**config.mk**
```make
export PLATFORM = sky130hd
export DESIGN_NAME = mff_cmd
export DESIGN_NICKNAME = d
export VERILOG_FILES = /design/src/inc/mff_pkg.sv /design/src/logic/mff_xoff_timer.sv /design/src/logic/mff_cmd.sv
export SDC_FILE = /design/constraint.sdc
export NUM_CORES = 1
export LEC_CHECK = 0
export ABC_AREA = 1
export ABC_CLOCK_PERIOD_IN_PS = 3300
export BUFFER_PORTS_ARGS = -buffer_cell sky130_fd_sc_hd__buf_4
export CORE_ASPECT_RATIO = 0.6
export CORE_MARGIN = 3
export CORE_UTILIZATION = 45
export DETAILED_ROUTE_END_ITERATION = 7
export MAX_ROUTING_LAYER = met4
export PLACE_DENSITY = 0.71
export SYNTH_ARGS = -nofsm -noshare
export SYNTH_HDL_FRONTEND = slang
export SYNTH_SLANG_ARGS = --single-unit
```
**constraint.sdc**
```tcl
create_clock -name core_clk -period 3.3 [get_ports core_clk]
set_input_delay 0.33 -clock core_clk [delete_from_list [all_inputs] [get_ports core_clk]]
set_output_delay 0.33 -clock core_clk [all_outputs]
set_load 0.02 [all_outputs]
```
**src/inc/mff_pkg.sv**
```systemverilog
// shared constants, types and encodings of the multicast filter and flow control block
package mff_pkg;

  // ****************************************
  // command and response type codes
  // ****************************************
  localparam logic [7:0] CMD_EN_MC = 8'h12;
  localparam logic [7:0] CMD_DIS_MC = 8'h13;
  localparam logic [7:0] CMD_FLOW = 8'h14;
  localparam logic [7:0] RSP_TYPE_BIT = 8'h80;

  localparam logic [15:0] RSP_OK = 16'h0000;
  localparam logic [15:0] RSP_FAILED = 16'h0001;
  localparam logic [15:0] RSP_UNSUPPORTED = 16'h0003;
  localparam logic [15:0] REASON_NONE = 16'h0000;
  localparam logic [15:0] REASON_UNKNOWN_CMD = 16'h0001;
  localparam logic [15:0] REASON_INVALID_PARAM = 16'h0002;
  localparam logic [15:0] REASON_FC_NOT_INDEP = 16'h0009;

  // ****************************************
  // field positions and encodings
  // ****************************************
  localparam int SET_DHCP_BIT = 2;
  localparam logic [31:0] SET_DEFINED_MASK = 32'h0000_0007;
  localparam logic [4:0] PKG_WIDE_CHAN = 5'h1f;
  localparam logic [7:0] FC_OFF = 8'h00;
  localparam logic [7:0] FC_GEN = 8'h01;
  localparam logic [7:0] FC_ACCEPT = 8'h02;
  localparam logic [7:0] FC_BOTH = 8'h03;

  localparam logic [47:0] MAC_DHCP_RELAY = 48'h3333_0001_0002;
  localparam logic [47:0] MAC_DHCP_SERVER = 48'h3333_0001_0003;
  localparam logic [15:0] ETYPE_IPV6 = 16'h86dd;
  localparam logic [7:0] NEXT_HDR_UDP = 8'h11;
  localparam logic [15:0] UDP_PORT_DHCP = 16'h0223;
  localparam int MAC_GROUP_BIT = 40;

  // ****************************************
  // values after reset
  // ****************************************
  localparam logic MC_FILTER_RST = 1'b1;
  localparam logic [31:0] SETTINGS_RST = 32'h0000_0000;
  localparam logic [7:0] FC_MODE_RST = 8'h00;

  // ****************************************
  // timing
  // ****************************************
  localparam int unsigned CLK_PERIOD_NS = 10;
  localparam int unsigned HOLD_LIMIT_MS = 2;
  localparam int unsigned HOLD_LIMIT_CYC = (HOLD_LIMIT_MS * 1000000) / CLK_PERIOD_NS;

  // ****************************************
  // carriers
  // ****************************************
  typedef struct packed {
    logic [7:0] cmdType;
    logic [2:0] pkgNum;
    logic [4:0] chanNum;
    logic [31:0] word;
  } mff_cmd_t;

  typedef struct packed {
    logic [7:0] rspType;
    logic [15:0] code;
    logic [15:0] reason;
  } mff_rsp_t;

  typedef struct packed {
    logic [47:0] dstMac;
    logic [15:0] etherType;
    logic [7:0] nextHdr;
    logic [15:0] udpDstPort;
    logic addrFilterHit;
  } mff_frame_t;

  typedef enum logic [1:0] {XS_IDLE, XS_PAUSE, XS_WAIT} mff_xstate_t;

endpackage

```
**src/logic/mff_xoff_timer.sv**
```systemverilog
// per-channel xoff request timer bounded by the pause hold limit interval
`timescale 1ns/1ps
`default_nettype none
module mff_xoff_timer import mff_pkg::*; #(
  parameter int unsigned HOLD_CYC = HOLD_LIMIT_CYC
) (
  // clock and reset
  input wire logic core_clk,
  input wire logic nrst,
  // control
  input wire logic genEnable,
  input wire logic congested,
  // request to the package
  output logic xoffReq
);

  typedef struct packed {
    mff_xstate_t state;
    logic [31:0] cnt;
    logic armed;
    logic req;
  } mff_xt_state_t;

  mff_xt_state_t st_r;
  mff_xt_state_t st_nxt;

  generate
    if (HOLD_CYC < 2) begin : gBadHold
      $error("HOLD_CYC must be at least 2");
    end
  endgenerate

  // ****************************************
  // next state
  // ****************************************
  always_comb begin
    st_nxt = st_r;
    st_nxt.cnt = st_r.cnt + 32'h1;
    if (!congested) begin
      st_nxt.armed = 1'b1;
    end
    case (st_r.state)
      XS_IDLE: begin
        st_nxt.req = 1'b0;
        st_nxt.cnt = 32'h0;
        if (genEnable && congested && st_r.armed) begin
          st_nxt.state = XS_PAUSE;
          st_nxt.req = 1'b1;
          st_nxt.armed = 1'b0;
        end
      end
      XS_PAUSE: begin
        // request stands one interval at most
        if (!congested || !genEnable) begin
          st_nxt.state = XS_IDLE; // RULE12
          st_nxt.req = 1'b0;
        end else if (st_r.cnt == HOLD_CYC - 1) begin
          st_nxt.state = XS_WAIT; // RULE12
          st_nxt.req = 1'b0;
          st_nxt.cnt = 32'h0;
        end
      end
      XS_WAIT: begin
        // second interval over and still congested: back to initial state
        if (!congested || !genEnable || st_r.cnt == HOLD_CYC - 1) begin
          st_nxt.state = XS_IDLE; // RULE13
          st_nxt.req = 1'b0;
        end
      end
      default: begin
        st_nxt.state = XS_IDLE;
        st_nxt.req = 1'b0;
      end
    endcase
  end

  always_ff @(posedge core_clk or negedge nrst) begin
    if (!nrst) begin
      st_r <= '{state: XS_IDLE, cnt: 32'h0, armed: 1'b1, req: 1'b0};
    end else begin
      st_r <= st_nxt;
    end
  end

  assign xoffReq = st_r.req;

  // ****************************************
  // checks
  // ****************************************
  logic [31:0] reqRun;
  always_ff @(posedge core_clk or negedge nrst) begin
    if (!nrst) begin
      reqRun <= 32'h0;
    end else begin
      reqRun <= xoffReq ? reqRun + 32'h1 : 32'h0;
    end
  end

  AST_REQ_MAX: assert property (@(posedge core_clk) disable iff (!nrst) // RULE12
    reqRun <= HOLD_CYC) else $error("xoff request held past the hold limit");
  AST_WITHDRAW: assert property (@(posedge core_clk) disable iff (!nrst) // RULE13
    (st_r.state == XS_WAIT && st_r.cnt == HOLD_CYC - 1) |=> (st_r.state == XS_IDLE && !xoffReq))
    else $error("channel did not return to initial state");
  AST_GEN_OFF: assert property (@(posedge core_clk) disable iff (!nrst) // RULE15
    !genEnable |=> !xoffReq) else $error("xoff requested while generation is off");

endmodule // mff_xoff_timer
`default_nettype wire

```
**src/logic/mff_cmd.sv**
```systemverilog
// multicast filter and flow control command interpreter with frame filter and xoff merge
// How it works
// (RULE1) settings bit 2 set forwards dhcpv6 relay/server multicasts, clear filters them
// (RULE2) dhcpv6 match needs destination mac 33:33:00:01:00:02 or :03
// (RULE3) it also needs ethertype 0x86dd, next header 17 and udp port 547
// (RULE4) without dhcpv6 support the bit stays 0; such packets need an address hit
// (RULE5) enable command with good checksum and id answers type 0x92, no special reason
// (RULE6) disable command 0x13 makes every multicast frame pass through
// (RULE7) enable and disable exist only where accept-all multicast is supported
// (RULE8) without accept-all, multicasts pass only on an enabled address filter hit
// (RULE9) disable command answers type 0x93 with response and reason codes
// (RULE10) disable command is header, checksum at 16..19, pad to 45, no payload
// (RULE11) flow control 0x14 addresses the package; channel subfield is 0x1f
// (RULE12) a congested channel requests xoff for one hold interval at most
// (RULE13) still congested after a second interval, the channel drops its request
// (RULE14) package keeps xoff while any channel still requests it
// (RULE15) enable field: 0 off, 1 generate, 2 accept, 3 both directions
// (RULE16) enable field is the low byte of word 16..19, upper bytes reserved
// (RULE17) after enable, only protocol-filter or address-filter multicasts pass
// (RULE18) reason 0x9 when transmit and receive cannot be enabled separately
// (RULE19) reserved settings bits or enable values 4..255 are refused, nothing changes
// (RULE20) controller sets only options and modes the channel reports as supported
`timescale 1ns/1ps
`default_nettype none
module mff_cmd import mff_pkg::*; #(
  parameter int unsigned NCH = 4,
  parameter bit ACCEPT_ALL_MC = 1'b1,
  parameter bit DHCP_SUPPORT = 1'b1,
  parameter bit INDEP_FC = 1'b1,
  parameter int unsigned HOLD_CYC = HOLD_LIMIT_CYC
) (
  // clock and reset
  input wire logic core_clk,
  input wire logic nrst,
  // package identity
  input wire logic [2:0] pkgId,
  // command in
  input wire logic cmdValid,
  input wire mff_cmd_t cmd,
  input wire logic cmdChecksumOk,
  input wire logic cmdIdOk,
  // response out
  output logic rspValid,
  output mff_rsp_t rsp,
  // frame decision
  input wire logic frameValid,
  input wire mff_frame_t frame,
  output logic fwdValid,
  output logic fwdPass,
  // flow control
  input wire logic [NCH-1:0] chanCongested,
  output logic [NCH-1:0] chanXoffReq,
  output logic pkgXoff,
  // configuration view
  output logic mcFilterOn,
  output logic [31:0] mcSettings,
  output logic [7:0] fcMode
);

  typedef struct packed {
    logic rspValid;
    mff_rsp_t rsp;
    logic fwdValid;
    logic fwdPass;
    logic pkgXoff;
    logic mcFilterOn;
    logic [31:0] settings;
    logic [7:0] fcMode;
  } mff_main_state_t;

  mff_main_state_t st_r;
  mff_main_state_t st_nxt;

  generate
    if (NCH < 1 || NCH > 31) begin : gBadNch
      $error("NCH must lie in 1..31");
    end
    if (DHCP_SUPPORT && !ACCEPT_ALL_MC) begin : gBadOpt
      $error("dhcp option needs the global multicast commands");
    end
  endgenerate

  // ****************************************
  // frame classification
  // ****************************************
  logic isMulticast;
  logic dhcpHit;
  logic mcPass;
  logic [31:0] supportedMask;

  assign isMulticast = frame.dstMac[MAC_GROUP_BIT];
  assign dhcpHit = (frame.dstMac == MAC_DHCP_RELAY || frame.dstMac == MAC_DHCP_SERVER) && // RULE2
                   frame.etherType == ETYPE_IPV6 && frame.nextHdr == NEXT_HDR_UDP && // RULE3
                   frame.udpDstPort == UDP_PORT_DHCP; // RULE3
  assign supportedMask = DHCP_SUPPORT ? SET_DEFINED_MASK :
                         (SET_DEFINED_MASK & ~(32'h1 << SET_DHCP_BIT)); // RULE4

  always_comb begin
    if (ACCEPT_ALL_MC && !st_r.mcFilterOn) begin
      mcPass = 1'b1; // RULE6
    end else begin
      // address filter hits always pass; dhcp only when its option bit is set
      mcPass = frame.addrFilterHit || (st_r.settings[SET_DHCP_BIT] && dhcpHit); // RULE1 RULE8 RULE17
    end
  end

  // ****************************************
  // command decode
  // ****************************************
  logic pkgAddressed;
  logic reservedSet;
  logic [7:0] fcReq;

  assign pkgAddressed = cmd.pkgNum == pkgId && cmd.chanNum == PKG_WIDE_CHAN; // RULE11
  assign reservedSet = |(cmd.word & ~SET_DEFINED_MASK);
  assign fcReq = cmd.word[7:0]; // RULE16

  always_comb begin
    st_nxt = st_r;
    st_nxt.rspValid = 1'b0;
    st_nxt.fwdValid = 1'b0;
    st_nxt.pkgXoff = |chanXoffReq; // RULE14
    if (frameValid) begin
      st_nxt.fwdValid = 1'b1;
      st_nxt.fwdPass = isMulticast ? mcPass : 1'b1;
    end
    if (cmdValid && cmdChecksumOk) begin
      st_nxt.rsp.rspType = cmd.cmdType | RSP_TYPE_BIT;
      st_nxt.rsp.code = RSP_OK;
      st_nxt.rsp.reason = REASON_NONE;
      case (cmd.cmdType)
        CMD_EN_MC: begin
          st_nxt.rspValid = cmdIdOk; // RULE5
          if (!ACCEPT_ALL_MC) begin
            st_nxt.rsp.code = RSP_UNSUPPORTED; // RULE7
            st_nxt.rsp.reason = REASON_UNKNOWN_CMD;
          end else if (reservedSet) begin
            st_nxt.rsp.code = RSP_FAILED; // RULE19
            st_nxt.rsp.reason = REASON_INVALID_PARAM;
          end else if (cmdIdOk) begin
            st_nxt.mcFilterOn = 1'b1; // RULE17
            st_nxt.settings = cmd.word & supportedMask; // RULE4
          end
        end
        CMD_DIS_MC: begin
          // the command carries no payload; the word is ignored
          st_nxt.rspValid = cmdIdOk; // RULE9 RULE10
          if (!ACCEPT_ALL_MC) begin
            st_nxt.rsp.code = RSP_UNSUPPORTED; // RULE7
            st_nxt.rsp.reason = REASON_UNKNOWN_CMD;
          end else if (cmdIdOk) begin
            st_nxt.mcFilterOn = 1'b0; // RULE6
          end
        end
        CMD_FLOW: begin
          st_nxt.rspValid = pkgAddressed; // RULE11
          if (fcReq > FC_BOTH) begin
            st_nxt.rsp.code = RSP_FAILED; // RULE19
            st_nxt.rsp.reason = REASON_INVALID_PARAM;
          end else if (!INDEP_FC && (fcReq == FC_GEN || fcReq == FC_ACCEPT)) begin
            st_nxt.rsp.code = RSP_FAILED; // RULE18
            st_nxt.rsp.reason = REASON_FC_NOT_INDEP;
          end else if (pkgAddressed) begin
            st_nxt.fcMode = fcReq; // RULE15
          end
        end
        default: begin
          st_nxt.rspValid = 1'b0;
        end
      endcase
    end
  end

  always_ff @(posedge core_clk or negedge nrst) begin
    if (!nrst) begin
      st_r <= '{rspValid: 1'b0, rsp: '0, fwdValid: 1'b0, fwdPass: 1'b0, pkgXoff: 1'b0,
                mcFilterOn: MC_FILTER_RST, settings: SETTINGS_RST, fcMode: FC_MODE_RST};
    end else begin
      st_r <= st_nxt;
    end
  end

  // ****************************************
  // per-channel xoff timers
  // ****************************************
  genvar gi;
  generate
    for (gi = 0; gi < NCH; gi++) begin : gChan
      mff_xoff_timer #(.HOLD_CYC(HOLD_CYC)) uTimer (
        .core_clk(core_clk),
        .nrst(nrst),
        .genEnable(st_r.fcMode[0]), // RULE15
        .congested(chanCongested[gi]),
        .xoffReq(chanXoffReq[gi])
      );
    end
  endgenerate

  assign rspValid = st_r.rspValid;
  assign rsp = st_r.rsp;
  assign fwdValid = st_r.fwdValid;
  assign fwdPass = st_r.fwdPass;
  assign pkgXoff = st_r.pkgXoff;
  assign mcFilterOn = st_r.mcFilterOn;
  assign mcSettings = st_r.settings;
  assign fcMode = st_r.fcMode;

  // ****************************************
  // checks
  // ****************************************
  logic goodCmd;
  assign goodCmd = cmdValid && cmdChecksumOk && cmdIdOk;

  AST_DHCP_FWD: assert property (@(posedge core_clk) disable iff (!nrst) // RULE1
    (frameValid && isMulticast && dhcpHit && st_r.settings[SET_DHCP_BIT]) |=> (fwdValid && fwdPass))
    else $error("dhcpv6 multicast not forwarded");
  AST_DHCP_BLOCK: assert property (@(posedge core_clk) disable iff (!nrst) // RULE4
    (frameValid && isMulticast && st_r.mcFilterOn && !st_r.settings[SET_DHCP_BIT]
     && !frame.addrFilterHit) |=> (fwdValid && !fwdPass))
    else $error("filtered multicast forwarded");
  AST_DHCP_MATCH: assert property (@(posedge core_clk) disable iff (!nrst) // RULE3
    (frameValid && isMulticast && st_r.mcFilterOn && frame.etherType != ETYPE_IPV6
     && !frame.addrFilterHit) |=> !fwdPass)
    else $error("non ipv6 multicast passed the dhcp filter");
  AST_EN_RSP: assert property (@(posedge core_clk) disable iff (!nrst) // RULE5
    (goodCmd && cmd.cmdType == CMD_EN_MC) |=> (rspValid && rsp.rspType == 8'h92))
    else $error("enable command not answered with 0x92");
  AST_DIS_RSP: assert property (@(posedge core_clk) disable iff (!nrst) // RULE9
    (goodCmd && cmd.cmdType == CMD_DIS_MC) |=> (rspValid && rsp.rspType == 8'h93))
    else $error("disable command not answered with 0x93");
  AST_DIS_ALL: assert property (@(posedge core_clk) disable iff (!nrst) // RULE6
    (ACCEPT_ALL_MC && goodCmd && cmd.cmdType == CMD_DIS_MC) ##1 (frameValid && !goodCmd)
    |=> fwdPass) else $error("multicast dropped after disable");
  AST_BAD_SUM: assert property (@(posedge core_clk) disable iff (!nrst) // RULE5
    (cmdValid && !cmdChecksumOk) |=> !rspValid) else $error("answer to bad checksum");
  AST_RSVD: assert property (@(posedge core_clk) disable iff (!nrst) // RULE19
    (goodCmd && cmd.cmdType == CMD_EN_MC && reservedSet) |=> ($stable(mcSettings)
     && rsp.code == RSP_FAILED)) else $error("reserved settings bits accepted");
  AST_FC_RSVD: assert property (@(posedge core_clk) disable iff (!nrst) // RULE19
    (cmdValid && cmdChecksumOk && cmd.cmdType == CMD_FLOW && fcReq > 8'h03) |=> $stable(fcMode))
    else $error("reserved flow control value accepted");
  AST_FC_INDEP: assert property (@(posedge core_clk) disable iff (!nrst) // RULE18
    (!INDEP_FC && cmdValid && cmdChecksumOk && pkgAddressed && cmd.cmdType == CMD_FLOW
     && fcReq == FC_GEN) |=> (rsp.reason == 16'h0009)) else $error("missing reason 0x9");
  AST_PKG_XOFF: assert property (@(posedge core_clk) disable iff (!nrst) // RULE14
    (|chanXoffReq) |=> pkgXoff) else $error("package left xoff while a channel requests it");

  COV_DHCP: cover property (@(posedge core_clk) disable iff (!nrst)
    frameValid && isMulticast && dhcpHit && st_r.settings[SET_DHCP_BIT]);
  COV_DIS: cover property (@(posedge core_clk) disable iff (!nrst)
    goodCmd && cmd.cmdType == CMD_DIS_MC);
  COV_FLOW: cover property (@(posedge core_clk) disable iff (!nrst)
    cmdValid && cmdChecksumOk && pkgAddressed && cmd.cmdType == CMD_FLOW);
  COV_XOFF: cover property (@(posedge core_clk) disable iff (!nrst) $rose(pkgXoff));

endmodule // mff_cmd
`default_nettype wire

```
==> metrics.md <==
| Metric | Value |
|---|---|
| Status | complete, no violations |
| I/O Pins | 239 |
| Minimum clock period | 2297 ps |
| Synth Area per Inst | 6.722 sq um |
| Yosys top cell area share | 0.3766 |
| Worst Setup End Kind | flip-flop |
| Via count | 10610 |
| Final net count | 1955 |
| GRT Overall Usage | 0.2400 |
| Port-buffer cells | 178 |
| GR Overflow Total | 0 |
| Final Hold Vio Count | 0 |
| RSZ-0062 raised after global routing | no |
| Slew at the pin with the worst max-slew slack | 765.7 ps |
| Worst-skew pair later-pin latency | 440 ps |
| Worst setup SP type | flip-flop |
| Final Core Density | 0.5531 |
| #FFs+latches synth | 169 |
| Initial Util | 0.4645 |
| Leak pwr | 5.937 nW |
| Area after DPL | 12330 sq um |
| Die area | 26180 sq um |
| Worst hold path type | in -> reg |
| CTS tree | built |
| Avg Vias per Cell | 4.984 |
| Share of layout cells above drive strength 1 | 0.1384 |
| Tcrit/Tclk final | 0.6961 |
| Slew Viols, Final | 0 |
| Main area contributors after synthesis | dfrtp_1 (38%), nand2_1 (15%), nor2_1 (11%) |
| Vias in the first global route | 9763 |
| Sequential cell area fraction in the yosys report | 0.3887 |
| Postcts setup bufs | 0 |
| Total core area | 23460 sq um |
| CP max-delay cell | nand2_1 |
| Clock slew at reported path FFs | 70 ps |
| First-pass GRT wire length | 48820 um |
| Hold Crit Depth | 1 |
| Pre-Repair DR Iteration Count | 6 |
| Final setup skew | 5.888 ps |
| Placement Rows | 43 |
| Synthesized area | 10900 sq um |
| Avg WL per Cell | 14.07 um |
| Number of clock sinks seen by CTS | 169 |
| CP Max Fanout | 16 |
| Biggest area consumer among synthesized cells | dfrtp_1 |
| Antenna viol nets, final | 0 |
| Worst vdd ir | 0.2789 mV |
| Async SR Flop Fraction | 1.000 |
| Pwr/cell area | 355.0 nW/um^2 |
| Number of flops mapped to enable cells by yosys | 0 |
| Root Buffer | clkbuf_16 |
| CTS H-Tree Depth | 4 |
| Critical path class | reg -> reg |
| Maxcap violations | 0 |
| Hold_ws | 16.83 ps |
| F_max | 0.4354 GHz |
| Die height | 126.5 um |
| Design area | 12970 sq um |
| Syn Inst Count | 1621 |
| Total CTS buffers | 17 |
| Final setup fails | 0 |
| Routed Wire Length | 29950 um |
| Largest stage delay, worst path | 400 ps |
| Post-CTS Resized | 0 |
| Post-route DRC | 0 |
| Worst-path cell chain | ha_1, nand2_1, inv_1, nand3_1, nor2_1, nand3_1, nand2_1, buf_4, nor2_1 |
| HPWL Detailed | 23570 um |
| Antenna Cells | 0 |
| Slew margin rel. | 0.4864 |
| Worst path required time | 3630 ps |
| Die width | 206.9 um |
| Post-CTS Hold Buffers | 1 |
| Final Power | 4.606 mW |
| Clock Path Buffers | 2 |
| CP Data Arrival Time | 2620 ps |
| Top_reg_cell synth | dfrtp_1 |
| Iter 0 DRT Violations | 943 |
| Largest net degree at the start of global routing | 79 |
| Routability Congestion | 0.9753 |
| Reg2Reg Depth | 9 |
| Post-route setup TNS | 0 ps |
| Yosys warning count | 0 |
| Layout area overhead | 19.07% |
| Initial antenna violation count | 0 |
| Unique cell type count in the Yosys netlist | 41 |
[per-stage QoR]
step	instances	worst slack [ps]
after floorplan	1679	1779
after global placement	2096	1060
after detailed placement	2096	1017
after CTS	2129	1010
after global routing	2129	708.8
final	2129	1003
[per-layer routing]
layer | wire length (um) | track usage | vias to the layer above
li1 | - | - | 5307
met4 | 256 | 0.04871 | 0
met5 | 0 | - | -
met2 | 12810 | 0.3390 | 408
met1 | 14620 | 0.3652 | 4877
met3 | 2271 | 0.03642 | 18
[worst max-delay path, delay by kind of cell (launching register included)]
family	cells	cell delay, ps
buffers and inverters	2	390
adder cells (fa/ha/maj)	1	270
flip-flops	1	390
AND/OR/NAND/NOR	6	1120
[flip-flops by register name, summed over array words and instances, names as in the netlist]
| signal | flops |
|---|---|
| fwdPass | 1 |
| rspValid | 1 |
| mcFilterOn | 1 |
| gChan.uTimer.xoffReq | 4 |
| fcMode | 8 |
| mcSettings | 3 |
| rsp | 9 |
| pkgXoff | 1 |
| gChan.uTimer.st_r | 140 |
| fwdValid | 1 |
[synth_stat cells (all sizes together) (4+ instances only)]
master and instances:
nand3 120, a21oi 55, inv 201, dfstp 5, dfrtp 164, nor2 343
o21ai 8, xor2 43, nor3 61, xnor2 21, nand2 450, buf 74
ha 4, o21a 4, nand4 39, clkbuf 9
[power by group]
group / switching, mW / internal, mW / total [mW] / leakage [nW]
sequential: 0.00860 / 2.08 / 2.09 / 2.32
clock: 0.953 / 1.22 / 2.18 / 0.304
combinational: 0.183 / 0.153 / 0.336 / 3.32
total: 1.15 / 3.46 / 4.61 / 5.94
[cell families after synthesis]
logic type	count (synthesis)	share of synthesized area
xor gates and xnor gates	64	0.05144
and+or+nand+nor	1020	0.3919
DFF	169	0.3887
buffers and inverters	285	0.1230
other	1	0.0003441
adders and majority gates	4	0.004593
AOI/OAI and AO/OA	78	0.04007
[area by class of cell]
| cell class | count | area, sq um |
|---|---|---|
| fillers | 2304 | 10480 |
| well taps | 315 | 394.1 |
| inverters | 202 | 758.2 |
| clock inverters | 15 | 207.7 |
| multi-input cells | 1225 | 5539 |
| flip-flops and latches | 169 | 4235 |
| clock buffers | 17 | 425.4 |
| repair buffers | 186 | 1415 |
[final timing paths]
| kind | from | endpoint | slack (ps) |
|---|---|---|---|
| setup / recovery | gChan[3].uTimer.st_r[2]$_DFF_PN0_ | gChan[3].uTimer.st_r[2]$_DFF_PN0_ | 1000 |
| hold / removal | frameValid | fwdValid$_DFF_PN0_ | 20 |
| setup reg to reg | gChan[3].uTimer.st_r[2]$_DFF_PN0_ | gChan[3].uTimer.st_r[2]$_DFF_PN0_ | 1000 |
| hold reg to reg | gChan[2].uTimer.st_r[2]$_DFF_PN0_ | gChan[2].uTimer.st_r[2]$_DFF_PN0_ | 470 |
| max in group asynchronous | nrst | mcFilterOn$_DFFE_PN1P_ | 1970 |
| min in group asynchronous | nrst | gChan[1].uTimer.st_r[26]$_DFF_PN0_ | 480 |
[layout by cell type, fill, tap and decap left out, types with 5 or more instances in the layout]
cell type  instances
nand4_1           39
nand2_2            5
nand3_1          119
buf_4            183
xor2_1            43
nor2_2             9
inv_1            199
dfrtp_1          164
nor3_2             5
xnor2_1           21
clkbuf_16         17
nor3_1            56
dfstp_2            5
o21ai_0            8
nand2_1          445
conb_1            59
a21oi_1           54
nor2_1           330
(Power assumes the default switching activity.)
